<file path="src/rtl/aio_pkg.sv">
// Constants for the per-axis auxiliary I/O, latch status and drive select block.
// Assumes byte addresses on a 32-bit APB bus, one aligned word per register.
package aio_pkg;
    // Register byte offsets
    localparam logic [7:0] OFF_CTRL       = 8'h00;
    localparam logic [7:0] OFF_DOUT_SET   = 8'h04;
    localparam logic [7:0] OFF_DOUT_GET   = 8'h08;
    localparam logic [7:0] OFF_DIN_GET    = 8'h0c;
    localparam logic [7:0] OFF_LATCH_STAT = 8'h10;
    localparam logic [7:0] OFF_LATCH_DATA = 8'h14;
    localparam logic [7:0] OFF_LATCH_CMD  = 8'h18;

    // Control register fields
    localparam int CTRL_GEN_EN_BIT = 0;
    localparam int CTRL_DRV_LSB    = 1;
    localparam int DRV_W           = 2;

    // Channel select fields
    localparam int CHAN_LSB      = 0;
    localparam int CHAN_W        = 4;
    localparam int DOUT_DATA_BIT = 8;
    localparam logic [3:0] DOUT_CHAN_LO = 4'h4;
    localparam logic [3:0] DOUT_CHAN_HI = 4'h7;
    localparam logic [3:0] DIN_CHAN_LO  = 4'h0;
    localparam logic [3:0] DIN_CHAN_HI  = 4'h3;

    // Latch command bits
    localparam int CMD_RESET_BIT = 0;
    localparam int CMD_TRIG_BIT  = 1;

    // External drive select codes
    localparam logic [1:0] DRV_OFF       = 2'h0;
    localparam logic [1:0] DRV_JOG       = 2'h1;
    localparam logic [1:0] DRV_HANDWHEEL = 2'h2;
    localparam logic [1:0] DRV_JOG_STEP  = 2'h3;

    // Reset values
    localparam logic [31:0] RST_WORD  = 32'h0000_0000;
    localparam logic [3:0]  RST_NIBBLE = 4'h0;
    localparam logic [1:0]  RST_DRV   = 2'h0;
endpackage

</file>
<file path="src/rtl/aio_axis_io.sv">
// Per-axis auxiliary I/O: general outputs, input readback, position latch, drive select.
// Assumes an APB master on i_sys_clk, same-clock dedicated function sources, async pins.
`timescale 1ns/1ps
`default_nettype none
module aio_axis_io #(
    parameter int POS_W = 32
) (
    input  wire logic             i_sys_clk,
    input  wire logic             i_srst,
    input  wire logic             i_clk_en,
    input  wire logic             i_psel,
    input  wire logic             i_penable,
    input  wire logic             i_pwrite,
    input  wire logic [7:0]       i_paddr,
    input  wire logic [31:0]      i_pwdata,
    output logic                  o_pready,
    output logic      [31:0]      o_prdata,
    output logic                  o_pslverr,
    input  wire logic [3:0]       i_input_pins,
    input  wire logic             i_latch_pin,
    input  wire logic [POS_W-1:0] i_position,
    input  wire logic [3:0]       i_dedicated_pins,
    input  wire logic             i_cmp_pulse,
    output logic      [3:0]       o_shared_output_pins,
    output logic                  o_cmp_pulse,
    output logic                  o_func_disable,
    output logic                  o_jog_drive,
    output logic                  o_handwheel_pulse_drive,
    output logic                  o_drive_stop
);
    function automatic logic in_range(input logic [3:0] idx, input logic [3:0] lo,
                                      input logic [3:0] hi);
        in_range = (idx >= lo) && (idx <= hi);
    endfunction

    function automatic logic hit(input logic [7:0] addr, input logic [7:0] off);
        hit = (addr == off);
    endfunction

    // Registers
    logic             pready_q;
    logic [31:0]      prdata_q;
    logic             pslverr_q;
    logic             gen_en_q;
    logic [1:0]       drive_sel_q;
    logic [3:0]       dout_q;
    logic [3:0]       dout_sel_q;
    logic [3:0]       din_sel_q;
    logic             flag_q;
    logic [POS_W-1:0] latch_data_q;
    logic             latch_prev_q;
    logic [3:0]       pins_q;
    logic             cmp_pulse_q;
    logic             func_dis_q;
    logic             jog_q;
    logic             hw_q;
    logic             stop_q;

    // Synchronised pins
    logic [4:0] pins_sync;

    aio_sync #(.W(5)) u_sync (
        .i_sys_clk (i_sys_clk),
        .i_srst    (i_srst),
        .i_clk_en  (i_clk_en),
        .i_async   ({i_latch_pin, i_input_pins}),
        .o_sync    (pins_sync)
    );

    wire [3:0] din_s     = pins_sync[3:0];
    wire       latch_s   = pins_sync[4];

    localparam int CHAN_LSB = aio_pkg::CHAN_LSB;
    localparam int CHAN_W   = aio_pkg::CHAN_W;

    // Bus decode; a two-cycle access gives time to register read data
    wire       acc_first = i_psel & i_penable & ~pready_q;
    wire       acc_done  = i_psel & i_penable & pready_q;
    wire       wr_en     = acc_done & i_pwrite;
    wire [3:0] wchan     = i_pwdata[CHAN_LSB +: CHAN_W];
    wire       wbit      = i_pwdata[aio_pkg::DOUT_DATA_BIT];

    wire h_ctrl  = hit(i_paddr, aio_pkg::OFF_CTRL);
    wire h_dset  = hit(i_paddr, aio_pkg::OFF_DOUT_SET);
    wire h_dget  = hit(i_paddr, aio_pkg::OFF_DOUT_GET);
    wire h_iget  = hit(i_paddr, aio_pkg::OFF_DIN_GET);
    wire h_lstat = hit(i_paddr, aio_pkg::OFF_LATCH_STAT);
    wire h_ldata = hit(i_paddr, aio_pkg::OFF_LATCH_DATA);
    wire h_lcmd  = hit(i_paddr, aio_pkg::OFF_LATCH_CMD);
    wire mapped  = h_ctrl | h_dset | h_dget | h_iget | h_lstat | h_ldata | h_lcmd;

    wire dout_ok = in_range(wchan, aio_pkg::DOUT_CHAN_LO, aio_pkg::DOUT_CHAN_HI);
    wire din_ok  = in_range(wchan, aio_pkg::DIN_CHAN_LO, aio_pkg::DIN_CHAN_HI);

    // A channel write out of range is refused with an error and changes nothing
    wire bad_chan = i_pwrite & (((h_dset | h_dget) & ~dout_ok) | (h_iget & ~din_ok));
    wire err_d    = ~mapped | bad_chan;

    wire wr_ctrl = wr_en & h_ctrl;
    wire wr_dset = wr_en & h_dset & dout_ok;
    wire wr_dget = wr_en & h_dget & dout_ok;
    wire wr_iget = wr_en & h_iget & din_ok;
    wire wr_lcmd = wr_en & h_lcmd;

    wire [1:0] dout_idx = 2'(dout_sel_q - aio_pkg::DOUT_CHAN_LO);
    wire       dout_bit = dout_q[dout_idx];
    wire       din_bit  = din_s[din_sel_q[1:0]];

    wire [31:0] rd_ctrl = {29'h0, drive_sel_q, gen_en_q};
    wire [31:0] rd_data = h_ctrl  ? rd_ctrl :
                          h_dset  ? {28'h0, dout_q} :
                          h_dget  ? {31'h0, dout_bit} :
                          h_iget  ? {31'h0, din_bit} :
                          h_lstat ? {31'h0, flag_q} :
                          h_ldata ? 32'(latch_data_q) :
                          aio_pkg::RST_WORD;

    // Latch events: pin rising edge or software trigger
    wire latch_evt = (latch_s & ~latch_prev_q) | (wr_lcmd & i_pwdata[aio_pkg::CMD_TRIG_BIT]);
    wire latch_clr = wr_lcmd & i_pwdata[aio_pkg::CMD_RESET_BIT];

    wire [1:0] drv_wr  = i_pwdata[aio_pkg::CTRL_DRV_LSB +: aio_pkg::DRV_W];
    wire       gen_wr  = i_pwdata[aio_pkg::CTRL_GEN_EN_BIT];
    wire [1:0] drv_now = wr_ctrl ? drv_wr : drive_sel_q;

    // Software owns the pins only while the general enable is set
    wire [3:0] pins_d  = gen_en_q ? dout_q : i_dedicated_pins;

    always_ff @(posedge i_sys_clk) begin
        if (i_srst) begin
            pready_q  <= 1'b0;
            prdata_q  <= aio_pkg::RST_WORD;
            pslverr_q <= 1'b0;
        end else if (i_clk_en) begin
            pready_q  <= acc_first;
            pslverr_q <= acc_first & err_d;
            if (acc_first && !i_pwrite) begin
                prdata_q <= rd_data;
            end
        end
    end

    always_ff @(posedge i_sys_clk) begin
        if (i_srst) begin
            gen_en_q    <= 1'b0;
            drive_sel_q <= aio_pkg::RST_DRV;
            dout_q      <= aio_pkg::RST_NIBBLE;
            dout_sel_q  <= aio_pkg::DOUT_CHAN_LO;
            din_sel_q   <= aio_pkg::DIN_CHAN_LO;
        end else if (i_clk_en) begin
            if (wr_ctrl) begin
                gen_en_q    <= gen_wr;
                drive_sel_q <= drv_wr;
            end
            if (wr_dset) begin
                dout_q[2'(wchan - aio_pkg::DOUT_CHAN_LO)] <= wbit;
            end
            if (wr_dget) begin
                dout_sel_q <= wchan;
            end
            if (wr_iget) begin
                din_sel_q <= wchan;
            end
        end
    end

    // The set wins over a reset command landing in the same cycle
    always_ff @(posedge i_sys_clk) begin
        if (i_srst) begin
            flag_q       <= 1'b0;
            latch_data_q <= '0;
            latch_prev_q <= 1'b0;
        end else if (i_clk_en) begin
            latch_prev_q <= latch_s;
            if (latch_evt) begin
                flag_q       <= 1'b1;
                latch_data_q <= i_position;
            end else if (latch_clr) begin
                flag_q       <= 1'b0;
                latch_data_q <= '0;
            end
        end
    end

    always_ff @(posedge i_sys_clk) begin
        if (i_srst) begin
            pins_q      <= aio_pkg::RST_NIBBLE;
            cmp_pulse_q <= 1'b0;
            func_dis_q  <= 1'b0;
            jog_q       <= 1'b0;
            hw_q        <= 1'b0;
            stop_q      <= 1'b0;
        end else if (i_clk_en) begin
            pins_q      <= pins_d;
            cmp_pulse_q <= i_cmp_pulse & ~gen_en_q;
            func_dis_q  <= gen_en_q;
            jog_q       <= (drv_now == aio_pkg::DRV_JOG);
            hw_q        <= (drv_now == aio_pkg::DRV_HANDWHEEL);
            // Step jog code is held but drives nothing: it is reserved
            stop_q      <= wr_ctrl & (drv_wr == aio_pkg::DRV_OFF);
        end
    end

    assign o_pready                = pready_q;
    assign o_prdata                = prdata_q;
    assign o_pslverr               = pslverr_q;
    assign o_shared_output_pins    = pins_q;
    assign o_cmp_pulse             = cmp_pulse_q;
    assign o_func_disable          = func_dis_q;
    assign o_jog_drive             = jog_q;
    assign o_handwheel_pulse_drive = hw_q;
    assign o_drive_stop            = stop_q;

    // Checks
    flag_set_a: assert property (@(posedge i_sys_clk) disable iff (i_srst)
        i_clk_en && latch_evt |=> flag_q && latch_data_q == $past(i_position))
        else $error("latch event did not set captured flag");

    flag_clear_a: assert property (@(posedge i_sys_clk) disable iff (i_srst)
        i_clk_en && latch_clr && !latch_evt |=> !flag_q && latch_data_q == '0)
        else $error("latch reset did not clear flag and data");

    dout_write_a: assert property (@(posedge i_sys_clk) disable iff (i_srst)
        i_clk_en && wr_en && h_dset && dout_ok
        |=> dout_q[2'($past(wchan) - aio_pkg::DOUT_CHAN_LO)] == $past(wbit))
        else $error("output write not stored");

    dout_refuse_a: assert property (@(posedge i_sys_clk) disable iff (i_srst)
        i_clk_en && wr_en && h_dset && !dout_ok |=> $stable(dout_q) && !o_pready)
        else $error("out of range output write changed state");

    pins_owned_a: assert property (@(posedge i_sys_clk) disable iff (i_srst)
        i_clk_en && gen_en_q |=> o_shared_output_pins == $past(dout_q))
        else $error("general outputs not on shared pins");

    cmp_block_a: assert property (@(posedge i_sys_clk) disable iff (i_srst)
        i_clk_en && gen_en_q |=> !o_cmp_pulse)
        else $error("compare pulse while general enable set");

    dout_read_a: assert property (@(posedge i_sys_clk) disable iff (i_srst)
        i_clk_en && acc_first && !i_pwrite && h_dget
        |=> o_pready && o_prdata == {31'h0, $past(dout_bit)})
        else $error("output readback wrong");

    din_read_a: assert property (@(posedge i_sys_clk) disable iff (i_srst)
        i_clk_en && acc_first && !i_pwrite && h_iget
        |=> o_prdata == {31'h0, $past(din_s[din_sel_q[1:0]])})
        else $error("input readback wrong");

    drive_sel_a: assert property (@(posedge i_sys_clk) disable iff (i_srst)
        i_clk_en && wr_ctrl |=> o_jog_drive == ($past(drv_wr) == aio_pkg::DRV_JOG)
        && o_handwheel_pulse_drive == ($past(drv_wr) == aio_pkg::DRV_HANDWHEEL)
        && o_drive_stop == ($past(drv_wr) == aio_pkg::DRV_OFF))
        else $error("drive select outputs wrong");

    pins_return_a: assert property (@(posedge i_sys_clk) disable iff (i_srst)
        i_clk_en && !gen_en_q |=> o_shared_output_pins == $past(i_dedicated_pins))
        else $error("shared pins not returned to dedicated functions");

    flag_both_a: assert property (@(posedge i_sys_clk) disable iff (i_srst)
        i_clk_en && latch_evt && latch_clr |=> flag_q)
        else $error("capture lost to reset in same cycle");

    data_clr_a: assert property (@(posedge i_sys_clk) disable iff (i_srst)
        !flag_q |-> latch_data_q == '0)
        else $error("captured data left while flag clear");

    dout_err_a: assert property (@(posedge i_sys_clk) disable iff (i_srst)
        i_clk_en && acc_first && i_pwrite && h_dset && !dout_ok |=> o_pready && o_pslverr)
        else $error("out of range output write not flagged");

    func_dis_a: assert property (@(posedge i_sys_clk) disable iff (i_srst)
        i_clk_en && gen_en_q |=> o_func_disable)
        else $error("dedicated functions not disabled");

    sel_range_a: assert property (@(posedge i_sys_clk) disable iff (i_srst)
        in_range(dout_sel_q, aio_pkg::DOUT_CHAN_LO, aio_pkg::DOUT_CHAN_HI)
        && in_range(din_sel_q, aio_pkg::DIN_CHAN_LO, aio_pkg::DIN_CHAN_HI))
        else $error("channel select left its range");

    din_refuse_a: assert property (@(posedge i_sys_clk) disable iff (i_srst)
        i_clk_en && wr_en && h_iget && !din_ok |=> $stable(din_sel_q))
        else $error("out of range input select taken");

    stop_only_a: assert property (@(posedge i_sys_clk) disable iff (i_srst)
        i_clk_en && !wr_ctrl |=> !o_drive_stop)
        else $error("stop pulse without control write");

    cmp_pass_a: assert property (@(posedge i_sys_clk) disable iff (i_srst)
        i_clk_en && !gen_en_q |=> o_cmp_pulse == $past(i_cmp_pulse))
        else $error("compare pulse not passed through");

    cmp_idle_a: assert property (@(posedge i_sys_clk) disable iff (i_srst)
        i_clk_en && !i_cmp_pulse |=> !o_cmp_pulse)
        else $error("compare pulse without source");
endmodule
`default_nettype wire

</file>
<file path="src/rtl/aio_sync.sv">
// Two-flop synchroniser for a group of independent pin levels.
// Assumes the bits are unrelated; no word coherence is given.
`timescale 1ns/1ps
`default_nettype none
module aio_sync #(
    parameter int W = 1
) (
    input  wire logic         i_sys_clk,
    input  wire logic         i_srst,
    input  wire logic         i_clk_en,
    input  wire logic [W-1:0] i_async,
    output logic      [W-1:0] o_sync
);
    logic [W-1:0] meta_q;
    logic [W-1:0] sync_q;

    always_ff @(posedge i_sys_clk) begin
        if (i_srst) begin
            meta_q <= '0;
            sync_q <= '0;
        end else if (i_clk_en) begin
            meta_q <= i_async;
            sync_q <= meta_q;
        end
    end

    assign o_sync = sync_q;
endmodule
`default_nettype wire

</file>
<file path="config.mk">
export PLATFORM = sky130hd
export DESIGN_NAME = aio_axis_io
export DESIGN_NICKNAME = d
export VERILOG_FILES = /design/src/rtl/aio_pkg.sv /design/src/rtl/aio_axis_io.sv /design/src/rtl/aio_sync.sv
export SDC_FILE = /design/constraint.sdc
export NUM_CORES = 1
export LEC_CHECK = 0
export BUFFER_PORTS_ARGS = -buffer_cell sky130_fd_sc_hd__buf_2
export CAP_MARGIN = 20
export CORE_MARGIN = 1.5
export CORE_UTILIZATION = 50
export DETAILED_ROUTE_END_ITERATION = 12
export PLACE_DENSITY = 0.79
export SLEW_MARGIN = 20
export SYNTH_ARGS = -nofsm -noshare
export SYNTH_HDL_FRONTEND = slang
export SYNTH_HIERARCHICAL = 1
export SYNTH_SLANG_ARGS = --single-unit
</file>
<file path="constraint.sdc">
create_clock -name i_sys_clk -period 1.91 [get_ports i_sys_clk]
set_input_delay 0.2865 -clock i_sys_clk [delete_from_list [all_inputs] [get_ports i_sys_clk]]
set_output_delay 0.2865 -clock i_sys_clk [all_outputs]
set_load 0.02 [all_outputs]
</file>
### Word-level counts from Yosys, hierarchy flattened

Index checks and enable logic that the tools add are counted.

| operators by class | value |
|---|---|
| bitwise operators | 37 |
| mux-type cells | 19 |
| add/sub/neg operators | 2 |
| equality and inequality tests | 8 |
| order comparisons | 8 |
| reductions and logical operators | 14 |

Operator list:

| cell | number |
|---|---|
| $mux W32 | 8 |
| $eq A8 B5 Y1 const B | 3 |
| $and A1 B1 Y1 | 21 |
| $eq A8 B4 Y1 const B | 2 |
| $reduce_and A2 Y1 | 6 |
| $or A1 B1 Y1 | 10 |
| $lt A2 B3 Y1 const B | 3 |
| $eq A8 B3 Y1 const B | 1 |
| $logic_not A8 Y1 | 1 |
| $not A1 Y1 | 6 |
| $mux W1 | 5 |
| $bmux W1 S2 | 2 |
| $bwmux W4 | 1 |
| $ge A4 B1 Y1 const B | 1 |
| $ge A4 B3 Y1 const B | 1 |
| $le A4 B2 Y1 const B | 1 |
| $le A4 B3 Y1 const B | 1 |
| $logic_and A1 B1 Y1 | 4 |
| $mux W4 | 1 |
| $sub A2 B1 Y2 const B | 2 |
| $demux W1 S2 | 1 |
| $eq A2 B1 Y1 const B | 1 |
| $eq A2 B2 Y1 const B | 1 |
| $ge A2 B1 Y1 const B | 1 |
| other kinds (4) | 4 |

| word-level totals | value |
|---|---|
| output and inout port bits | 43 |
| input bits | 88 |
| flip-flop bits (word level) | 98 |
| logic and storage cells | 107 |

### Longest topological paths before layout

Gate-level depths: netlist of the first run.

| logic depth | value |
|---|---|
| depth in word-level cells | 10 |
| mapped depth | 8 |
| depth with buffers taken out | 5 |

### By module

Netlist of the first run, hierarchy kept.

By module, submodules not included:

| module | cells an instance | area an instance (um2) | seq. area each (um2) | instances |
|---|---|---|---|---|
| aio_axis_io | 377 | 3658.5 | 1761.7 | 1 |
| aio_sync | 32 | 352.8 | 200.2 | 1 |

### Worst setup path after synthesis of the first run

No wires, ideal clock.

| path | value |
|---|---|
| kind | register -> register |
| start point | register pready_q (netlist: o_pready) |
| end point | register prdata_q[12] (netlist: o_prdata[12]) |
| stages on the path, launching flop included | 8 |
| setup time | 66 ps |
| data required time | 1844 ps |
| period minus slack after synthesis | 1764 ps |
| data arrival time | 1698 ps |
| path slack | 146 ps |
| buffers on the path | 2 |
| cell sequence | dfxtp_1 -> nand4b_4 -> or2_1 -> buf_6 -> nor4_4 -> buf_6 -> a22oi_2 -> nor2_2 |

| between the ends | value |
|---|---|
| cells in the longest elaborated chain, start to end | 4 |

Ends and longest elaborated chain:

| item | RTL line | RTL |
|---|---|---|
| start: declaration | aio_axis_io.sv:41 | `logic pready_q;` |
| start signal: assignment | aio_axis_io.sv:135 | `pready_q <= acc_first;` |
| $not A1 Y1 | aio_axis_io.sv:77 | `wire acc_first = i_psel & i_penable & ~pready_q;` |
| $and A1 B1 Y1 | aio_axis_io.sv:77 |  |
| $logic_and A1 B1 Y1 | aio_axis_io.sv:137 | `if (acc_first && !i_pwrite) begin` |
| $reduce_and A2 Y1 (no source line) | n/a |  |
| end signal: assignment | aio_axis_io.sv:132 | `prdata_q <= aio_pkg::RST_WORD;` |
| end signal: assignment | aio_axis_io.sv:138 | `prdata_q <= rd_data;` |
| end: declaration | aio_axis_io.sv:42 | `logic [31:0] prdata_q;` |

No other way between the ends.
A chain may end at the register's enable or synchronous reset.

### Worst setup path after layout of the first run

| path | value |
|---|---|
| start point | register pready_q (netlist: o_pready) |
| end point | register dout_q[0] |

| between the ends | value |
|---|---|
| cells in the longest elaborated chain, start to end | 5 |

Ends and longest elaborated chain:

| item | RTL line | RTL |
|---|---|---|
| $and A1 B1 Y1 | aio_axis_io.sv:78 | `wire acc_done = i_psel & i_penable & pready_q;` |
| $and A1 B1 Y1 | aio_axis_io.sv:79 | `wire wr_en = acc_done & i_pwrite;` |
| $and A1 B1 Y1 (2 in a row) | aio_axis_io.sv:100 | `wire wr_dset = wr_en & h_dset & dout_ok;` |
| $reduce_and A2 Y1 (no source line) | n/a |  |
| end signal: assignment | aio_axis_io.sv:147 | `dout_q <= aio_pkg::RST_NIBBLE;` |
| end signal: indexed assignment | aio_axis_io.sv:156 | `dout_q[2'(wchan - aio_pkg::DOUT_CHAN_LO)] <= wbit;` |
| end: declaration | aio_axis_io.sv:46 | `logic [3:0] dout_q;` |

No other way between the ends.

==> results of run 1 <==
==> worst min-delay path, delay by kind of cell <==
family / cells / cell delay [ns]
buffers and inverters: 1 / 0.08
AO/OA/AOI/OAI: 1 / 0.05
AND/OR/NAND/NOR: 1 / 0.07
==> logic make-up (layout without fill, tap and decap cells) <==
family,count (synthesis),in the layout,share of synthesized area
and+or+nand+nor,146,146,0.187
DFF,98,98,0.489
buffers and inverters,40,141,0.0490
AOI/OAI and AO/OA,97,97,0.202
muxes,28,28,0.0733
==> metrics by stage <==
step	setup WS [ns]	util	instances	hold WS (ns)	area, um^2
after floorplan	0.146	-	409	0.434	4010
after global placement	0.0813	0.603	596	0.440	4660
after detailed placement	0.0208	0.603	596	0.448	4660
after CTS	0.131	0.631	612	0.150	4880
after global routing	0.0315	0.632	612	0.167	4880
final	0.148	0.632	612	0.163	4880
==> synthesized netlist by cell type, types with 2 or more instances <==
library cell	instances	area, um^2
nor3_1	2	10.0
nand4_1	2	12.5
dfxtp_1	98	1960
a31oi_1	2	12.5
nor2_2	20	125
buf_6	4	45.0
buf_1	2	7.51
clkbuf_1	18	67.6
o221ai_1	2	17.5
nand3b_1	3	22.5
a22oi_2	20	250
inv_1	4	15.0
nor4_1	4	25.0
nor3b_1	2	15.0
nor2b_1	3	18.8
nand2_1	11	41.3
and2_1	2	12.5
nor2_1	72	270
and4_1	2	17.5
nand2b_1	6	37.5
buf_2	10	50.1
a41oi_1	2	17.5
a211oi_1	6	45.0
a22oi_1	40	300
mux2i_1	26	260
nand3_1	10	50.1
a211o_1	2	17.5
a21oi_1	12	60.1
==> repair_timing <==
action                                  in CTS  in global routing
gates resized for setup                      0                  1
endpoints found under the setup margin       0                  2
buffers inserted                             0                  0
hold buffers                                 0                  0
==> layout make-up <==
| cell class | count | area [um^2] | area share |
|---|---|---|---|
| Inverter | 5 | 18.8 | 0.00384 |
| Clock inverter | 6 | 88.8 | 0.0182 |
| Multi-Input combinational cell | 271 | 1880 | 0.384 |
| Tap cell | 102 | 128 | 0.0261 |
| Clock buffer | 10 | 128 | 0.0261 |
| Sequential cell | 98 | 1960 | 0.402 |
| Timing Repair Buffer | 120 | 683 | 0.140 |
==> registers in the layout (all words and copies together) (netlist names), 4 cells and up <==
register,cells
dout_q,4
latch_data_q,32
o_prdata,32
o_shared_output_pins,4
u_sync/meta_q,5
u_sync/o_sync,5
==> metal layers <==
layer | routed length, um | global-route usage | up-vias
li1 | - | - | 1657
met1 | 3950 | 0.278 | 1602
met2 | 4360 | 0.358 | 102
met3 | 504 | 0.0386 | 23
met4 | 255 | 0.114 | 0
met5 | 0 | 0 | -
==> where the power goes <==
group	switching, mW	internal [mW]	leakage (nW)
logic	0.159	0.109	1.05
registers	0.0110	2.06	0.792
clock network	0.698	0.741	0.103
==> worst paths after layout <==
path | from | endpoint | slack [ns] | cells after the start
max | o_pready | dout_q[0] | 0.15 | 5
min | i_position[26] | latch_data_q[26] | 0.16 | 3
max reg2reg | o_pready | dout_q[0] | 0.15 | 5
min reg2reg | o_prdata[2] | o_prdata[2] | 0.45 | 2
==> metrics.csv, run 1 <==
stage,metric,value,unit
setup_path,crit_required,2.15,ns
sta,setup_violations,0,
floorplan,core_area,0.00773,mm^2
sta,worst_slew_pin_slew,0.441,ns
global_route,overflow,0,
yosys,synth-seq-area-share,0.489,
pwr,total_power,3.78,mW
route,drtAntennaViolNets,0,
pwr,leakage,1.95,nW
yosys,syn_area,0.00401,mm^2
layout,mostFrequentLayoutCells,"buf_2 (102), dfxtp_1 (98), nor2_1 (72)",
setup_path,worstPathArrival,2.00,ns
sta,fin_crit_sh,0.923,
clocking,cts_buffers,9,
route,dr.first_iter.drc_count,133,
setup_path,path_class,reg2reg,
layout,diodes,0,
route,drt-total-wl,9070,um
clocking,cts_buffer_depth,2,
clocking,cts_tree,done,
sta,fin_worst_skew,0.0111,ns
sta,timing.fmax,567,MHz
setup_path,startpoint_type,flip-flop,
place,hpwl,6370,um
sta,final_hold_viol_count,0,
layout,layout_commonest_cell,buf_2,
layout,nFillCells,685,
global_route,grt_usage,0.220,
clocking,clock_sinks,98,
floorplan,initial_core_util,0.519,
clocking,clock_latency,0.36,ns
layout,area.growth.synth_to_final,21.8,%
setup_path,path_max_fanout,5,
yosys,synth_ff_type,dfxtp_1,
floorplan,ioPinCount,131,
floorplan,die_h,92.6,um
run,max_cap_viol_count,0,
setup_path,crit_slowest_cell,dfxtp_1,
yosys,synth_cell_type_count,50,
floorplan,fp.dieW,92.6,um
clocking,cts.clk_slew.worst_paths,0.10,ns
worst_hold_path,min_path_type,in2reg,
yosys,async_flop_share,0,
route,firstDrtPassIters,5,
layout,drive_above_1_share,0.365,
route,num_vias,3384,
setup_path,end_kind,flip-flop,
setup_path,cpPeakStageDelay,0.37,ns
yosys,synth_nets,497,
yosys,syn_inst,409,
setup_path,path_cells,and4_1 > nand4_1 > nor4_1 > mux2i_1 > nor2_1,
global_route,grt_pass1_wl,15100,um
setup_path,timing.critical_path.buf_inv,0,
setup_path,crit_family,simple AND/OR/NAND/NOR gates,
run_status,status,"complete, no violations",
route,post_drt_wl_per_cell,14.8,um
route,via_per_inst,5.53,
global_route,antenna_found_initial,0,
clocking,cts_max_level,3,
place,gp_congestion,0.858,
yosys,yosysWarnings,6,
sta,relSlewSlack,0.698,
global_route,grt_max_degree,61,
place,port-buffer-count,103,
route,drc_errors,0,
sta,min_period,1.76,ns
sta,rsz0062_at_grt,false,
sta,maxSlewViolCount,0,
clocking,cts-root-buf,clkbuf_8,
floorplan,rows,32,
floorplan,die_area,0.00857,mm^2
yosys,synth_seq_cells,98,
layout,nNetsFinal,593,
sta,finalSetupTns,0,ns
global_route,grt_pass1_vias,3230,
yosys,synth_edf_count,0,
yosys,avgSynthCellArea,9.81,um^2
pwr,power.density,774,mW/mm^2
pwr,ir_worst_vdd,0.318,mV
Power figures use the tool's default switching activity.
==> run 2: changes to the inputs <==
Clock period 1.91 ns to 2.2 ns, I/O delays scaled along.
==> metrics.csv, run 2 (synthesis results as in run 1) <==
stage,metric,value,unit,change
run_status,status,"complete, no violations",,
global_route,grt_max_degree,57,,-6.6%
global_route,grt_pass1_wl,14600,um,-2.9%
layout,drive_above_1_share,0.358,,-0.00629
setup_path,path_max_fanout,5,,unchanged
sta,relSlewSlack,0.667,,-0.0318
sta,setup_violations,0,,unchanged
floorplan,rows,32,,unchanged
sta,worst_slew_pin_slew,0.487,ns,+0.0466 ns
layout,nFillCells,672,,-1.9%
route,num_vias,3309,,-2.2%
sta,fin_crit_sh,0.807,,-0.115
route,dr.first_iter.drc_count,244,,+83%
clocking,clock_latency,0.36,ns,about the same
setup_path,crit_path_start,o_pready,,
clocking,clock_sinks,98,,unchanged
layout,layout_commonest_cell,buf_2,,
clocking,post-cts-setup-buffer-count,0,,unchanged
floorplan,fp.dieW,92.6,um,unchanged
setup_path,path_class,reg2reg,,
pwr,power.density,709,mW/mm^2,-8.4%
clocking,cts_buffer_depth,2,,unchanged
place,dp_cells,591,,-0.84%
route,via_per_inst,5.45,,-1.4%
sta,whs,0.200,ns,+0.0370 ns
run,max_cap_viol_count,0,,unchanged
route,drtAntennaViolNets,0,,unchanged
place,gp_congestion,0.821,,-4.3%
setup_path,crit_required,2.43,ns,+0.28 ns
place,port-buffer-count,103,,unchanged
clocking,cts_max_level,3,,unchanged
floorplan,initial_core_util,0.519,,unchanged
route,firstDrtPassIters,4,,-1
sta,fin_worst_skew,0.0128,ns,+0.00175 ns
sta,maxSlewViolCount,0,,unchanged
worst_hold_path,hp-start,i_position[26],,
route,post_drt_wl_per_cell,14.6,um,-1.7%
clocking,cts_buffers,9,,unchanged
pwr,ir_worst_vdd,0.418,mV,+31%
layout,nNetsFinal,588,,-0.84%
pwr,leakage,1.95,nW,+0.16%
clocking,cts.clk_slew.worst_paths,0.10,ns,about the same
floorplan,ioPinCount,131,,unchanged
layout,mostFrequentLayoutCells,"buf_2 (102), dfxtp_1 (98), nor2_1 (72)",,
layout,seqCellArea,0.00196,mm^2,unchanged
setup_path,startpoint_type,flip-flop,,
clocking,ctsHoldBuffers,0,,unchanged
setup_path,end_kind,flip-flop,,
floorplan,die_h,92.6,um,unchanged
sta,finalSetupTns,0,ns,unchanged
sta,final_hold_viol_count,0,,unchanged
layout,area.growth.synth_to_final,21.8,%,unchanged
clocking,cts_tree,done,,
route,drt-total-wl,8850,um,-2.5%
sta,min_period,1.78,ns,+0.0136 ns
clocking,cts-root-buf,clkbuf_8,,
route,drc_errors,0,,unchanged
layout,multi_input_area,0.00187,mm^2,-0.27%
global_route,antenna_found_initial,0,,unchanged
layout,final-instance-count-excl-fill,607,,-0.82%
layout,diodes,0,,unchanged
worst_hold_path,min_path_type,in2reg,,
global_route,grt_usage,0.211,,-0.00898
floorplan,die_area,0.00857,mm^2,unchanged
floorplan,core_area,0.00773,mm^2,unchanged
place,hpwl,6000,um,-5.8%
pwr,total_power,3.46,mW,-8.4%
sta,rsz0062_at_grt,false,,
global_route,grt_pass1_vias,3142,,-2.7%
global_route,overflow,0,,unchanged
sta,timing.fmax,563,MHz,-0.76%
setup_path,reg2reg_from,o_pready,,
clocking,cts_repair_resize_count,0,,unchanged
setup_path,worstPathArrival,2.00,ns,about the same
run 2: critical path, cell delays in order, from the launching register on:
cell and delay (ns):
dfxtp_1 0.37, and4_1 0.36, nand4_1 0.25, nor3_1 0.28, buf_4 0.16, mux2i_1 0.19
nor2_1 0.05
run 2: area by class of cell:
type,instances,area share
Clock buffer,10,0.0282
Clock inverter,6,0.0248
Inverter,5,0.00384
Multi-Input combinational cell,271,0.383
Sequential cell,98,0.402
Tap cell,102,0.0261
Timing Repair Buffer,115,0.132
run 2: report_power, final:
group / total (mW) / leakage [nW] / switching, mW / internal [mW]
logic: 0.223 / 1.03 / 0.135 / 0.0883
clock network: 1.44 / 0.131 / 0.636 / 0.804
registers: 1.80 / 0.792 / 0.00903 / 1.79
total: 3.46 / 1.95 / 0.780 / 2.68
run 2: final timing paths:
check,cells past startpoint,end,slack [ns]
setup reg to reg,6,din_sel_q[1],0.42
setup / recovery,6,din_sel_q[1],0.42
hold / removal,3,latch_data_q[26],0.20
hold reg to reg,2,o_prdata[1],0.46
run 2: stage by stage:
step                utilization  setup slack [ns]  cell area (um^2)
floorplan                     -             0.436              4010
global placement          0.599             0.288              4630
detailed placement        0.599             0.246              4630
CTS                       0.632             0.466              4880
global route              0.632             0.351              4880
finish                    0.632             0.424              4880
run 2: layer usage:
metal / global-route usage / routed length (um)
met1: 0.277 / 3860
met2: 0.339 / 4310
met3: 0.0394 / 546
met4: 0.0872 / 131
met5: 0 / 0
==> run 3: changes to the inputs <==
Settings changed: ABC_AREA set to 1.
Clock period 2.2 ns to 1.7 ns, I/O delays scaled along.
==> metrics.csv, run 3 <==
stage,metric,value,unit,change
run_status,status,"complete, no violations",,
sta,relSlewSlack,0.710,,+0.0435
pwr,internal_power,3.03,mW,+13%
setup_path,worstPathArrival,1.81,ns,-0.19 ns
pwr,ir_worst_vdd,0.421,mV,+0.72%
route,drc_errors,0,,unchanged
route,post_drt_wl_per_cell,12.8,um,-12%
worst_hold_path,min_path_type,in2reg,,
route,dr.first_iter.drc_count,253,,+3.7%
sta,timing.fmax,652,MHz,+16%
clocking,cts_buffers,9,,unchanged
yosys,synth_ff_type,dfxtp_1,,
pwr,clock_power_share,0.335,,-0.081
floorplan,die_area,0.00864,mm^2,+0.88%
pwr,power.density,847,mW/mm^2,+19%
global_route,antenna_found_initial,0,,unchanged
yosys,yosysMostFrequentCell,nand2_1,,
clocking,clock_latency,0.36,ns,about the same
layout,layout_commonest_cell,nand2_1,,
route,met2_length,4450,um,+3.2%
pwr,comb_power_share,0.089,,+0.025
clocking,cts.clk_slew.worst_paths,0.10,ns,about the same
route,wl_met1,4350,um,+13%
sta,finalSetupTns,0,ns,unchanged
global_route,overflow,0,,unchanged
clocking,cts_tree,done,,
yosys,yosysWarnings,6,,unchanged
sta,fin_crit_sh,0.902,,+0.0948
layout,final_util,0.624,,-0.00777
yosys,synth_seq_cells,98,,unchanged
clocking,cts_max_level,3,,unchanged
yosys,synthTopCellsByArea,"dfxtp_1 (48%), nand2_1 (14%), a21oi_1 (10%)",,
layout,nFillCells,710,,+5.7%
yosys,async_flop_share,0,,unchanged
sta,final_hold_viol_count,0,,unchanged
route,drt-total-wl,9690,um,+9.5%
floorplan,fp.dieW,93.0,um,+0.44%
place,port-buffer-count,103,,unchanged
setup_path,startpoint_type,flip-flop,,
setup_path,path_max_fanout,33,,+28
setup_path,rrSetupSlack,0.17,ns,-0.26 ns
sta,maxSlewViolCount,0,,unchanged
yosys,synth_nets,641,,+29%
yosys,synth_top_area_share,0.485,,-0.00438
route,via_per_inst,5.15,,-5.6%
global_route,grt_pass1_vias,3540,,+13%
clocking,clock_sinks,98,,unchanged
floorplan,initial_core_util,0.521,,+0.00200
yosys,synth_cell_type_count,27,,-46%
yosys,netlist.top_cell.by_area,dfxtp_1,,
place,gp_congestion,0.876,,+6.7%
pwr,total_power,4.11,mW,+19%
global_route,grt_max_degree,57,,unchanged
yosys,avgSynthCellArea,7.32,um^2,-25%
layout,nNetsFinal,738,,+26%
layout,final-instance-count-excl-fill,757,,+25%
sta,rsz0062_at_grt,false,,
layout,drive_above_1_share,0.240,,-0.119
clocking,cts-root-buf,clkbuf_8,,
yosys,synth_edf_count,0,,unchanged
route,num_vias,3896,,+18%
floorplan,die_h,93.0,um,+0.44%
sta,setup_violations,0,,unchanged
layout,area.growth.synth_to_final,19.8,%,
place,dp_cells,739,,+25%
yosys,syn_inst,553,,+35%
sta,min_period,1.53,ns,-0.242 ns
route,top_layer_used,met4,,
route,firstDrtPassIters,5,,+1
route,drtAntennaViolNets,0,,unchanged
clocking,cts_buffer_depth,2,,unchanged
yosys,synth_commonest_cells,"nand2_1 (148), dfxtp_1 (98), a21oi_1 (84)",,
yosys,synth-seq-area-share,0.485,,-0.00438
place,hpwl,6750,um,+13%
layout,mostFrequentLayoutCells,"nand2_1 (148), buf_2 (103), dfxtp_1 (98)",,
pwr,p_sw,1.08,mW,+38%
layout,diodes,0,,unchanged
pwr,pwr-share-seq,0.577,,+0.057
floorplan,ioPinCount,131,,unchanged
setup_path,path_class,reg2reg,,
setup_path,crit_required,1.98,ns,-0.45 ns
place,place_area,0.00466,mm^2,+0.70%
clocking,post-cts-setup-buffer-count,0,,unchanged
pwr,swShare,0.262,,+0.0366
run,max_cap_viol_count,0,,unchanged
global_route,grt_pass1_wl,15800,um,+8.2%
floorplan,rows,32,,unchanged
clocking,cts_repair_resize_count,0,,unchanged
route,dr_wl_met3,742,um,+36%
floorplan,core_area,0.00777,mm^2,+0.52%
sta,worst_slew_pin_slew,0.434,ns,-0.0531 ns
global_route,grt_usage,0.230,,+0.0194
sta,fin_worst_skew,0.0166,ns,+0.00379 ns
pwr,leakage,2.07,nW,+6.1%
clocking,ctsHoldBuffers,0,,unchanged
yosys,syn_area,0.00405,mm^2,+0.90%
layout,final_area,0.00485,mm^2,-0.72%
setup_path,end_kind,flip-flop,,
run 3: cell types whose count changed in the layout (fill, tap and decap cells not counted), moves of 28 or more:
cell	change
nand2_1	+137
a21oi_1	+72
a22oi_1	-40
inv_1	+28
nor2_1	-38
nand3_1	+61
run 3: power groups by stage:
| stage | logic, mW | clock network [mW] | registers (mW) |
|---|---|---|---|
| 3_5_place_dp | 0.363 | 0 | 2.42 |
| 2_1_floorplan | 0.211 | 0 | 2.43 |
| 4_1_cts | 0.364 | 1.41 | 2.37 |
| 6_report | 0.365 | 1.37 | 2.37 |
| 3_3_place_gp | 0.358 | 0 | 2.42 |
| 5_1_grt | 0.407 | 1.50 | 2.38 |
run 3: cell families after synthesis:
kind of cell	count (synthesis)	synth area share
AND/OR/NAND/NOR	271	0.288
AO/OA/AOI/OAI	109	0.143
flip-flops	98	0.485
buffers and inverters	75	0.0835
run 3: final timing paths:
kind,startpoint,endpoint,cells after the start
max,o_pready,latch_data_q[28],8
min,i_position[24],latch_data_q[24],3
max reg2reg,o_pready,latch_data_q[28],8
min reg2reg,o_prdata[5],o_prdata[5],2
run 3: through the flow:
stage | hold WS (ns) | setup slack, ns
after floorplan | 0.399 | 0.210
after global placement | 0.447 | 0.188
after detailed placement | 0.453 | 0.150
after CTS | 0.133 | 0.160
after global routing | 0.137 | 0.0463
final | 0.144 | 0.166
run 3: layer usage:
layer  vias up  GRT usage
li1       1997          -
met1      1731      0.308
met2       153      0.359
met3        15     0.0553
met4         0     0.0896
met5         -          0
run 3: worst max-delay path, cell delays in order, from the launching register on:
cell	delay (ns)
dfxtp_1	0.39
nand4_1	0.17
buf_4	0.18
nor2_4	0.11
inv_2	0.05
o21ai_4	0.13
buf_12	0.21
nand3_1	0.09
a21oi_1	0.14
run 3: area by class of cell:
type,count,area [um^2],share of cell area
multi-input cells,380,1750,0.360
clock inverters,6,48.8,0.0101
repair buffers,117,671,0.138
flip-flops and latches,98,1960,0.405
inverters,44,165,0.0341
clock buffers,10,128,0.0263
well taps,102,128,0.0263
